**src/odr_pkg.sv**
```systemverilog
// Constants, state codes and carrier types shared by the data randomizer.
package odr_pkg;

	// Width of one data byte.
	localparam int ODR_BYTE_W = 8;
	// Index of the last bit of a byte.
	localparam logic [2:0] ODR_BIT_LAST = 3'h7;
	// Padding byte for a payload shorter than its allocation, all ones.
	localparam logic [7:0] ODR_PAD_BYTE = 8'hFF;

	// Seven-stage register: stage n sits at bit 7-n, so x7 is bit 0.
	localparam int ODR_P7_W = 7;
	// Taps for x^7 and x^4.
	localparam int ODR_P7_TAP_A = 0;
	localparam int ODR_P7_TAP_B = 3;
	// Non-zero value after reset; only receive seeding can bring the register to zero.
	localparam logic [6:0] ODR_P7_RESET = 7'h7F;
	// Zero bits that open each seven-stage transmit burst.
	localparam logic [2:0] ODR_PREFIX_BITS = 3'h7;

	// Fifteen-stage register: stage n sits at bit 15-n, MSB is stage 1.
	localparam int ODR_P15_W = 15;
	// Taps for x^14 and x^15.
	localparam int ODR_P15_TAP_A = 1;
	localparam int ODR_P15_TAP_B = 0;
	// Seed 100101010000000 with stage 1 on the left.
	localparam logic [14:0] ODR_P15_SEED = 15'h4A80;
	// Bytes after which the fifteen-stage register is seeded again.
	localparam int ODR_REINIT_BYTES = 1250;

	// Depth of the byte FIFO in front of the serializer.
	localparam int ODR_FIFO_DEPTH = 16;

	// Randomizer method selection.
	typedef enum logic {
		ODR_M7 = 1'b0,
		ODR_M15 = 1'b1
	} odr_method_t;

	// Sequencer states, Gray coded along IDLE, PREFIX, DATA, PAD.
	typedef enum logic [1:0] {
		ODR_IDLE = 2'b00,
		ODR_PREFIX = 2'b01,
		ODR_DATA = 2'b11,
		ODR_PAD = 2'b10
	} odr_state_t;

	// One byte from the MAC side with its end-of-payload mark.
	typedef struct packed {
		logic [7:0] data;
		logic last;
	} odr_byte_t;

	// One randomized bit toward the FEC encoder.
	typedef struct packed {
		logic bitVal;
		logic first;
		logic last;
	} odr_bit_t;

endpackage : odr_pkg

```
**src/odr_fifo.sv**
```systemverilog
// Parameterised flip-flop FIFO with valid and ready on both sides.
module odr_fifo #(
	parameter int W = 9,
	parameter int DEPTH = 16
) (
	// Clock and reset.
	input wire logic ref_clk,
	input wire logic arst_n,
	// Filling side.
	input wire logic fillValid,
	output logic fillReady,
	input wire logic [W-1:0] fillData,
	// Draining side.
	output logic drainValid,
	input wire logic drainReady,
	output logic [W-1:0] drainData
);

	// Pointer width; DEPTH must be a power of two.
	localparam int AW = $clog2(DEPTH);

	// Storage, one word per entry.
	logic [W-1:0] mem_q [DEPTH];
	// Pointers carry one extra bit to tell full from empty.
	logic [AW:0] wrPtr_q;
	logic [AW:0] rdPtr_q;
	// Decoded conditions.
	wire sameIdx = wrPtr_q[AW-1:0] == rdPtr_q[AW-1:0];
	wire empty = sameIdx && (wrPtr_q[AW] == rdPtr_q[AW]);
	wire full = sameIdx && (wrPtr_q[AW] != rdPtr_q[AW]);
	wire push = fillValid && !full;
	wire pop = drainReady && !empty;

	// Honest flags: a full FIFO refuses, an empty one offers nothing.
	assign fillReady = !full;
	assign drainValid = !empty;
	assign drainData = mem_q[rdPtr_q[AW-1:0]];

	// Pointer update.
	always_ff @(posedge ref_clk or negedge arst_n) begin
		if (!arst_n) begin
			wrPtr_q <= '0;
			rdPtr_q <= '0;
		end else begin
			if (push) begin
				wrPtr_q <= wrPtr_q + 1'b1;
			end
			if (pop) begin
				rdPtr_q <= rdPtr_q + 1'b1;
			end
		end
	end

	// Storage write; contents need no reset since empty hides them.
	always_ff @(posedge ref_clk) begin
		if (push) begin
			mem_q[wrPtr_q[AW-1:0]] <= fillData;
		end
	end

endmodule : odr_fifo

```
**src/odr_randomizer.sv**
```systemverilog
// Bit-serial data randomizer with two selectable whitening methods.
module odr_randomizer #(
	parameter int ALLOC_W = 16,
	parameter int FIFO_DEPTH = odr_pkg::ODR_FIFO_DEPTH
) (
	// Clock and reset.
	input wire logic ref_clk,
	input wire logic arst_n,
	// Static configuration, sampled when an allocation starts.
	input wire odr_pkg::odr_method_t cfgMethod,
	input wire logic cfgRx,
	// Allocation start with its size in bytes.
	input wire logic allocStart,
	input wire logic [ALLOC_W-1:0] allocBytes,
	output logic busy,
	// Byte stream from the MAC side.
	input wire logic byteValid,
	output logic byteReady,
	input wire odr_pkg::odr_byte_t byteData,
	// Bit stream toward the FEC encoder.
	output logic bitValid,
	input wire logic bitReady,
	output odr_pkg::odr_bit_t bitData
);
	import odr_pkg::*;

	// Counter width for the reseed interval.
	localparam int BLK_W = $clog2(ODR_REINIT_BYTES);
	// Last count of a reseed interval.
	localparam logic [BLK_W-1:0] BLK_LAST = BLK_W'(ODR_REINIT_BYTES - 1);
	// Last prefix bit index.
	localparam logic [2:0] PREFIX_LAST = ODR_PREFIX_BITS - 3'h1;

	// Sequencer state.
	odr_state_t state_q;
	odr_state_t state_d;
	// Method and direction captured for the whole allocation.
	odr_method_t method_q;
	logic rx_q;
	// Allocation size and bytes emitted so far.
	logic [ALLOC_W-1:0] allocBytes_q;
	logic [ALLOC_W-1:0] byteCnt_q;
	// Bytes since the last fifteen-stage seeding.
	logic [BLK_W-1:0] blkCnt_q;
	// Sequence registers of both methods.
	logic [ODR_P7_W-1:0] lfsr7_q;
	logic [ODR_P15_W-1:0] lfsr15_q;
	// Byte being serialized, its end mark and its bit index.
	logic [7:0] shByte_q;
	logic byteLast_q;
	logic byteHeld_q;
	logic [2:0] bitIdx_q;
	// Counts prefix bits on transmit and seeding bits on receive.
	logic [2:0] preCnt_q;
	// Output stage and first-bit marker.
	odr_bit_t out_q;
	logic outValid_q;
	logic firstPend_q;
	// FIFO draining side.
	logic fifoValid;
	logic fifoReady;
	odr_byte_t fifoData;

	// The FIFO absorbs MAC bursts while the serializer spends nine
	// cycles per byte; its ready is the back-pressure seen by the MAC.
	odr_fifo #(
		.W($bits(odr_byte_t)),
		.DEPTH(FIFO_DEPTH)
	) u_fifo (
		.ref_clk(ref_clk),
		.arst_n(arst_n),
		.fillValid(byteValid),
		.fillReady(byteReady),
		.fillData(byteData),
		.drainValid(fifoValid),
		.drainReady(fifoReady),
		.drainData(fifoData)
	);

	// State decodes.
	wire isIdle = state_q == ODR_IDLE;
	wire isPre = state_q == ODR_PREFIX;
	wire isPad = state_q == ODR_PAD;
	wire inBytes = (state_q == ODR_DATA) || isPad;
	wire isM15 = method_q == ODR_M15;
	// A new allocation is taken only when idle.
	wire allocGo = allocStart && isIdle;
	// The output register may take a new bit.
	wire slotFree = !outValid_q || bitReady;
	// Byte loading, from the FIFO or from the pad constant.
	assign fifoReady = (state_q == ODR_DATA) && !byteHeld_q;
	wire loadFifo = fifoValid && fifoReady;
	wire loadPad = isPad && !byteHeld_q;
	// One step of the sequence per emitted bit.
	wire stepData = inBytes && byteHeld_q && slotFree;
	wire stepPre = isPre && slotFree;
	wire step = stepData || stepPre;
	// Byte bit order differs by method.
	wire [2:0] msbIdx = ODR_BIT_LAST - bitIdx_q;
	wire dataBit = isM15 ? shByte_q[msbIdx] : shByte_q[bitIdx_q];
	wire inBit = stepPre ? 1'b0 : dataBit;
	// Sequence bits.
	wire seq7 = lfsr7_q[ODR_P7_TAP_A] ^ lfsr7_q[ODR_P7_TAP_B];
	wire seq15 = lfsr15_q[ODR_P15_TAP_A] ^ lfsr15_q[ODR_P15_TAP_B];
	wire seqBit = isM15 ? seq15 : seq7;
	wire outBit = inBit ^ seqBit;
	// On seven-stage receive the first seven bits are the sender's register state,
	// because the sender scrambled zeros; feeding them in aligns ours.
	wire rxSeed = rx_q && !isM15 && (preCnt_q != ODR_PREFIX_BITS);
	wire fb7 = rxSeed ? inBit : seq7;
	// Byte boundaries.
	wire byteDone = stepData && (bitIdx_q == ODR_BIT_LAST);
	wire [ALLOC_W-1:0] byteCntNext = byteCnt_q + 1'b1;
	wire padNeed = isM15 && !rx_q && (byteCntNext < allocBytes_q);
	wire dataEnd = (state_q == ODR_DATA) && byteLast_q && !padNeed;
	wire padEnd = isPad && (byteCntNext >= allocBytes_q);
	wire endNow = byteDone && (dataEnd || padEnd);
	wire blkWrap = byteDone && isM15 && (blkCnt_q == BLK_LAST);

	// Sequencer next state.
	always_comb begin
		state_d = state_q;
		unique case (state_q)
			ODR_IDLE: begin
				if (allocGo) begin
					// Only a seven-stage transmit sends the zero prefix.
					if (cfgMethod == ODR_M7 && !cfgRx) begin
						state_d = ODR_PREFIX;
					end else begin
						state_d = ODR_DATA;
					end
				end
			end
			ODR_PREFIX: begin
				if (stepPre && preCnt_q == PREFIX_LAST) begin
					state_d = ODR_DATA;
				end
			end
			ODR_DATA: begin
				if (endNow) begin
					state_d = ODR_IDLE;
				end else if (byteDone && byteLast_q) begin
					state_d = ODR_PAD;
				end
			end
			ODR_PAD: begin
				if (endNow) begin
					state_d = ODR_IDLE;
				end
			end
		endcase
	end

	// State and per-allocation configuration.
	always_ff @(posedge ref_clk or negedge arst_n) begin
		if (!arst_n) begin
			state_q <= ODR_IDLE;
			method_q <= ODR_M7;
			rx_q <= 1'b0;
			allocBytes_q <= '0;
		end else begin
			state_q <= state_d;
			// Configuration is frozen for the allocation.
			if (allocGo) begin
				method_q <= cfgMethod;
				rx_q <= cfgRx;
				allocBytes_q <= allocBytes;
			end
		end
	end

	// Seven-stage register; it free-runs while idle so that each burst
	// starts from a non-zero state that moves on with every idle cycle.
	always_ff @(posedge ref_clk or negedge arst_n) begin
		if (!arst_n) begin
			lfsr7_q <= ODR_P7_RESET;
		end else if (isIdle) begin
			lfsr7_q <= {seq7, lfsr7_q[ODR_P7_W-1:1]};
		end else if (step && !isM15) begin
			lfsr7_q <= {fb7, lfsr7_q[ODR_P7_W-1:1]};
		end
	end

	// Fifteen-stage register; reseeding beats shifting on a wrap byte.
	always_ff @(posedge ref_clk or negedge arst_n) begin
		if (!arst_n) begin
			lfsr15_q <= ODR_P15_SEED;
		end else if (allocGo || blkWrap) begin
			lfsr15_q <= ODR_P15_SEED;
		end else if (step && isM15) begin
			lfsr15_q <= {seq15, lfsr15_q[ODR_P15_W-1:1]};
		end
	end

	// Byte counters for padding and for the reseed interval.
	always_ff @(posedge ref_clk or negedge arst_n) begin
		if (!arst_n) begin
			byteCnt_q <= '0;
			blkCnt_q <= '0;
		end else if (allocGo) begin
			byteCnt_q <= '0;
			blkCnt_q <= '0;
		end else if (byteDone) begin
			byteCnt_q <= byteCntNext;
			blkCnt_q <= blkWrap ? '0 : blkCnt_q + 1'b1;
		end
	end

	// Prefix and receive-seeding counter; it saturates at seven.
	always_ff @(posedge ref_clk or negedge arst_n) begin
		if (!arst_n) begin
			preCnt_q <= '0;
		end else if (allocGo) begin
			preCnt_q <= '0;
		end else if (step && preCnt_q != ODR_PREFIX_BITS) begin
			preCnt_q <= preCnt_q + 3'h1;
		end
	end

	// Byte holder and serializer position.
	always_ff @(posedge ref_clk or negedge arst_n) begin
		if (!arst_n) begin
			shByte_q <= '0;
			byteLast_q <= 1'b0;
			byteHeld_q <= 1'b0;
			bitIdx_q <= '0;
		end else if (loadFifo) begin
			shByte_q <= fifoData.data;
			byteLast_q <= fifoData.last;
			byteHeld_q <= 1'b1;
			bitIdx_q <= '0;
		end else if (loadPad) begin
			shByte_q <= ODR_PAD_BYTE;
			byteLast_q <= 1'b1;
			byteHeld_q <= 1'b1;
			bitIdx_q <= '0;
		end else if (stepData) begin
			byteHeld_q <= !byteDone;
			bitIdx_q <= bitIdx_q + 3'h1;
		end
	end

	// Output register feeding the FEC encoder, which follows us.
	always_ff @(posedge ref_clk or negedge arst_n) begin
		if (!arst_n) begin
			out_q <= '0;
			outValid_q <= 1'b0;
			firstPend_q <= 1'b0;
		end else begin
			if (step) begin
				out_q <= '{bitVal: outBit, first: firstPend_q, last: endNow};
				outValid_q <= 1'b1;
			end else if (bitReady) begin
				outValid_q <= 1'b0;
			end
			if (allocGo) begin
				firstPend_q <= 1'b1;
			end else if (step) begin
				firstPend_q <= 1'b0;
			end
		end
	end

	// Outputs.
	assign busy = !isIdle;
	assign bitValid = outValid_q;
	assign bitData = out_q;
endmodule : odr_randomizer

```
**config.mk**
```make
export PLATFORM = sky130hd
export DESIGN_NAME = odr_randomizer
export DESIGN_NICKNAME = d
export VERILOG_FILES = /design/src/odr_pkg.sv /design/src/odr_fifo.sv /design/src/odr_randomizer.sv
export SDC_FILE = /design/constraint.sdc
export NUM_CORES = 1
export LEC_CHECK = 0
export BUFFER_PORTS_ARGS = -buffer_cell sky130_fd_sc_hd__clkbuf_2
export CORE_UTILIZATION = 32
export CTS_CLUSTER_SIZE = 14
export DETAILED_ROUTE_END_ITERATION = 16
export MAX_ROUTING_LAYER = met4
export PLACE_DENSITY = 0.59
export SYNTH_ARGS = -nofsm -noshare
export SYNTH_HDL_FRONTEND = slang
export SYNTH_SLANG_ARGS = --single-unit
```
**constraint.sdc**
```tcl
create_clock -name ref_clk -period 2.5 [get_ports ref_clk]
set_input_delay 0.75 -clock ref_clk [delete_from_list [all_inputs] [get_ports ref_clk]]
set_output_delay 0.75 -clock ref_clk [all_outputs]
set_load 0.1 [all_outputs]
```
==> results.md, run 1 <==
- GRT Total Usage: around 13%
- Die Width: between 150 and 200 um
- Clock Path Buffers: 3
- Post-synthesis cell type with the largest combined area: edfxtp_1
- Final routed wirelength across all metal layers: about 22000 um
- Fin nets: 890
- Max-slew violation total from the final report: 0
- Violated checks: negative setup slack
- Fraction of registers with async set/reset: 41.0%
- Max-cap violations: 0
- Number of buffers added by the clock tree synthesis step: 28
- Int Power: approximately 9 mW
- Fraction of the cycle the final worst path needs: 102%
- Number of global-route vias before repair: ~6400
- Average wire length per cell after detail routing: around 17 um
- Area inside the core boundary: 0.0329 mm2
- Antenna violations before repair: 0
- Top cell by count, worst path: nor4_4
- Clock network fraction of design power: 30.9%
- Flop-to-flop setup slack: -60 ps
- Leftover overflow at the end of global routing: 0
- Element type at the critical path end: flop
- Sw frac: 30.0%
- Pwr/cell area: slightly below 1000 mW/mm2
- Syn. warnings: 0
- Top flip-flop cell by instance count after synthesis: edfxtp_1
- Routability cong.: ~0.84
- Remaining max-slew budget at the tightest pin: 42.5%
- Number of hold buffers added after cts: 0
- Layout Skew: 36.4 ps
- CTS root buf: clkbuf_16
- Unrepaired setup endpoints after global routing: true
- Number of core rows: 66
- Req. time, crit path: 2890 ps
- Seq/Total Area, Yosys: around 63%
- Arrival time at the worst endpoint: ~3000 ps
- Total standard cell area after synthesis: approximately 0.011 mm2
- Crit-path max cell delay: 450 ps
- Comb power frac: roughly 28%
- Deepest level of the CTS H-tree: 1
- TritonCTS clock tree: done
- Lkg Pwr: 5.09 nW
- Area growth from synthesis to final layout: 21.5%
- Final hold violation count: 0
- Worst IR Drop VDD: ~0.0005 V
- Commonest cells post-synth: edfxtp_1 (144), dfrtp_1 (89), nand2_1 (79)
- Total number of vias: between 6000 and 7000
- Top area cells in the synthesized netlist: edfxtp_1 (40%), dfrtp_1 (21%), mux4_2 (10%)
- Clk Latency, worst-skew pair: between 500 and 600 ps
- Ports: 38
- Initial Utilization: 32.9%
- Synthesized flop and latch total: 244
- Largest net degree at the start of global routing: 40
- Layout Utilization: roughly two fifths
- Maximum clock rate: between 300 and 400 MHz
- Initial detailed-routing violation count: between 300 and 400
- Hold slack final: ~170 ps
- Count of unique library cells instantiated by Yosys: between 50 and 60
- Number of enable-type register cells in the synthesized netlist: 144
- Critical path class: reg2reg
- Path category of the worst min-delay check: in2async
- Area share of the largest cell type after synthesis: between 30% and 40%
- Share of layout cells above drive strength 1: a little under a third
- Largest fanout on the critical path: 5
- Dpl hpwl: 14600 um
- Count of TritonRoute iterations in the first routing pass: 4
- Vertical die dimension: ~190 um
- Setup-failing EPs final: 2
- DRC viols: 0
- Sw power: 3.85 mW
- Die area: 0.0346 mm2
- Number of clock sinks: around 240
- Critical-path cell list: nand2_1 -> nor4_4 -> nand3_2 -> xnor2_2 -> ha_1 -> nand4_1 -> buf_4 -> nor4_4 -> o21a_1 -> o32ai_2
- Part of the total power dissipated in sequential elements: between 40% and 50%
- Outcome: finished with violations
- Leading cell type by number of instances after synthesis: edfxtp_1
- Slowest cell on the critical path: dfrtp_1
- Setup slack after layout: -55.1 ps
- Filler Cell Count: approximately 3100
- Final critical-path required period: 2560 ps
- N_diodes: 0
- Syn_nets: 789
- Pin slew with the least headroom to its limit: 859 ps
- Startpoint Class: flop
- ANT nets after route: 0
- Wire length of the first global-routing pass: between 30000 and 40000 um
- Port Buffer Count: 37
- Mean cell area of the mapped netlist: approximately 15 um2
- Worst-path clk slew: 70 ps
- Drt via density: ~4.8
- Gate count after technology mapping: between 700 and 800
worst max-delay path: cells and delay by family (launching register included):
family	cells	cell delay, ps
and+or+nand+nor	5	1060
DFF	1	450
adders and majority gates	1	300
AOI/OAI and AO/OA	2	260
buffers and inverters	1	180
xor gates and xnor gates	1	150
area by class of cell:
class	instances	area (um2)	area share (%)
Inverter	27	101	0.771
Multi-Input combinational cell	421	3920	29.8
Timing Repair Buffer	107	822	6.25
Tap cell	442	553	4.21
Clock buffer	38	758	5.77
Sequential cell	244	6840	52.1
Clock inverter	14	146	1.11
layout by cell type, fill, tap and decap left out, types with 4 or more instances in the layout:
cell type and n:
nand4_1 13, a21o_1 5, and3_1 4, clkbuf_2 34, clkbuf_16 28, a22o_1 4
o21ai_1 8, nand3_1 6, mux2_2 27, nor2_1 28, dfrtp_1 87, and2_1 4
inv_1 27, o21ai_0 20, clkinv_1 4, xnor2_1 20, nor3b_1 4, buf_4 63
mux2i_1 6, buf_12 8, a21oi_1 18, o31ai_1 4, xor2_1 18, nor4b_2 6
edfxtp_1 144, o22a_1 9, dfstp_2 11, clkbuf_1 8, nand2_1 76, mux4_2 49
and4b_1 4, ha_1 28, clkinv_2 5
repair_timing:
action / 4_1_cts / 5_1_grt
gates resized for setup: 14 / 17
pin swaps: 18 / 16
cloned: 0 / 0
endpoints found under the setup margin: 4 / 21
setup buffers: 6 / 2
path summary, 6_finish.rpt:
check / from / end / depth (start not counted)
worst max-delay path: byteCnt_q[10] / state_q[1] / 10
worst min-delay path: arst_n / blkCnt_q[6] / 1
worst max register to register: byteCnt_q[10] / state_q[1] / 10
worst min register to register: firstPend_q / firstPend_q / 2
max in group asynchronous: arst_n / lfsr15_q[9] / 2
min in group ref_clk: allocBytes[12] / allocBytes_q[12] / 2
power groups by stage:
stage	sequential, mW	clock, mW	combinational (mW)
6_report	5.30	3.96	3.55
5_1_grt	5.38	4.23	3.91
4_1_cts	5.30	4.08	3.56
3_5_place_dp	5.37	0	3.48
3_3_place_gp	5.34	0	3.42
2_1_floorplan	5.39	0	2.35
per-stage QoR:
step / setup TNS (ps) / total power [mW] / instance area (um2) / worst slack, ps / instances
6_report: -72.5 / 12.8 / 13100 / -55.1 / 1293
5_1_grt: -471 / 13.5 / 13100 / -201 / 1293
4_1_cts: -131 / 12.9 / 13000 / -63.7 / 1291
3_5_place_dp: -291 / 8.84 / 12000 / -146 / 1233
3_3_place_gp: -23.9 / 8.76 / 12000 / -23.9 / 1233
2_1_floorplan: 0 / 7.74 / 10900 / 3.33 / 728
metal layers:
layer / global-route usage (%) / wire length, um
met5: - / 0
met4: 3.34 / 407
met3: 2.13 / 821
met2: 21.2 / 10200
met1: 18.2 / 10200
cell families after synthesis:
kind of cell	synth area share, %
muxes	13.7
and+or+nand+nor	8.81
AOI/OAI and AO/OA	5.20
DFF	63.2
buffers and inverters	2.52
xor gates and xnor gates	3.24
adders and majority gates	3.35
state kept, by name, summed over array words and instances (netlist names), 7 cells and up:
signal        cells
byteCnt_q        16
lfsr15_q         15
lfsr7_q           7
allocBytes_q     16
blkCnt_q         11
u_fifo.mem_q    144
shByte_q          8
(Power assumes the default switching activity.)
==> run 2: changes to the inputs <==
Settings changed: CTS_BUF_LIST set to sky130_fd_sc_hd__clkbuf_16, PLACE_DENSITY 0.59 to 0.57.
==> results.md, run 2 (same netlist as run 1, synthesis figures left out) <==
- Worst IR Drop VDD: approximately 0.00061 V
- Drt via density: just under 5
- CTS root buf: clkbuf_16
- Final hold violation count: 0
- Routability cong.: slightly above 0.8
- Slowest cell on the critical path: dfrtp_1
- Largest net degree at the start of global routing: 42
- Share of layout cells above drive strength 1: roughly 32%
- Area occupied by registers: 0.00685 mm2
- Crit-path max cell delay: about 390 ps
- Critical-path cell list: xor2_1 -> nor4_2 -> buf_4 -> nand2_4 -> buf_12
- Total number of vias: ~6300
- Die area: 0.0346 mm2
- Element type at the critical path end: output pin
- Lkg Pwr: around 5.1 nW
- Fin nets: around 900
- TritonCTS clock tree: done
- Clk Latency, worst-skew pair: between 500 and 600 ps
- Max-cap violations: 0
- Clock Path Buffers: 3
- Violated checks: negative setup slack
- Number of clock sinks: about 240
- Critical path buffer and inverter count: 2
- Vertical die dimension: 186 um
- Ports: 38
- Port Buffer Count: 37
- Die Width: roughly 190 um
- ANT nets after route: 0
- Arrival time at the worst endpoint: approximately 1900 ps
- Outcome: finished with violations
- Number of buffers added by the clock tree synthesis step: 27
- Final critical-path required period: 2600 ps
- GRT Total Usage: ~14%
- Largest fanout on the critical path: 2
- Remaining max-slew budget at the tightest pin: about two fifths
- Req. time, crit path: 1750 ps
- Number of hold buffers added after cts: 0
- Power, Total: approximately 13 mW
- Beginning of the critical path: u_fifo.wrPtr_q[3]
- Unrepaired setup endpoints after global routing: true
- Area taken by multi-input logic gates: 0.00388 mm2
- Max-slew violation total from the final report: 0
- Deepest level of the CTS H-tree: 1
- Maximum clock rate: a little under 400 MHz
- Layout Skew: 15.5 ps
- Antenna violations before repair: 0
- Pin slew with the least headroom to its limit: around 900 ps
- Dpl hpwl: roughly 15000 um
- Fraction of the cycle the final worst path needs: 104%
- Final routed wirelength across all metal layers: between 20000 and 25000 um
- Setup-failing EPs final: 2
- Setup slack after layout: -103 ps
- Pwr/cell area: around 970 mW/mm2
- Leftover overflow at the end of global routing: 0
- Path category of the worst min-delay check: in2async
- Count of TritonRoute iterations in the first routing pass: 4
- TNS Setup: -148 ps
- Area growth from synthesis to final layout: 20.5%
- Number of core rows: 66
- Area inside the core boundary: roughly 0.033 mm2
- DRC viols: 0
- Worst reg2reg path startpoint: byteCnt_q[0]
- Critical path class: reg2out
- Initial detailed-routing violation count: 360
- Most frequent standard cell in the layout excluding fill and tap cells: edfxtp_1
- Family with the most delay on the worst path: flip-flops
- Max reg flops: 144
- Wire length of the first global-routing pass: around 36000 um
- Startpoint Class: flop
- Number of global-route vias before repair: around 6400
- N_diodes: 0
- Most frequent cells in the layout: edfxtp_1 (144), dfrtp_1 (85), nand2_1 (77)
- Initial Utilization: 32.9%
- Worst-path clk slew: 60 ps
- Filler Cell Count: approximately 3100
- Average wire length per cell after detail routing: about 17 um
## run 2: cell count changes in the layout (fill, tap and decap cells not counted), sizes merged
cell | previous run | this run
buf | 72 | 80
clkbuf | 73 | 62
clkinv | 10 | 12
inv | 28 | 34
## run 2: what timing repair did
item | 4_1_cts | 5_1_grt
buffers inserted | 8 | 2
resized for setup | 16 | 10
pin swaps | 14 | 9
setup endpoints to repair | 4 | 3
cloned | 0 | 0
## run 2: through the flow
step | instances | hold WS (ps) | utilization [%] | setup WS [ps] | area (um2)
floorplan | 728 | 443 | - | 3.33 | 10900
global placement | 1239 | 470 | 36.5 | -51.4 | 12000
detailed placement | 1239 | 478 | 36.5 | -144 | 12000
CTS | 1296 | 204 | 39.5 | -122 | 13000
global route | 1298 | 233 | 39.7 | -205 | 13000
finish | 1298 | 190 | 39.7 | -103 | 13000
## run 2: final timing paths
| kind | end | slack [ps] | depth (start not counted) |
|---|---|---|---|
| setup reg to reg | state_q[1] | -50 | 10 |
| hold / removal | byteCnt_q[8] | 190 | 1 |
| setup / recovery | byteReady | -100 | 5 |
| min in group ref_clk | allocBytes_q[5] | 430 | 2 |
| max in group asynchronous | lfsr15_q[11] | 1610 | 2 |
| hold reg to reg | firstPend_q | 480 | 2 |
## run 2: layout make-up
type	count	area share, %
sequential	244	52.5
inverter	27	0.777
clock buffer	27	5.18
clock inverter	22	1.24
tap	442	4.24
multi-input combinational	421	29.7
timing repair buffer	115	6.35
## run 2: layer usage
layer  GRT usage, %  up-vias  wire, um
met5              -        -         0
met4           3.48        0       459
li1               -     2957         -
met2           22.0      135     10400
met1           18.7     3211     10600
met3           2.31       38       973
## run 2: power by group
part / internal [mW] / switching (mW)
Combinational: 1.72 / 1.89
Sequential: 4.95 / 0.355
Clock: 2.17 / 1.59
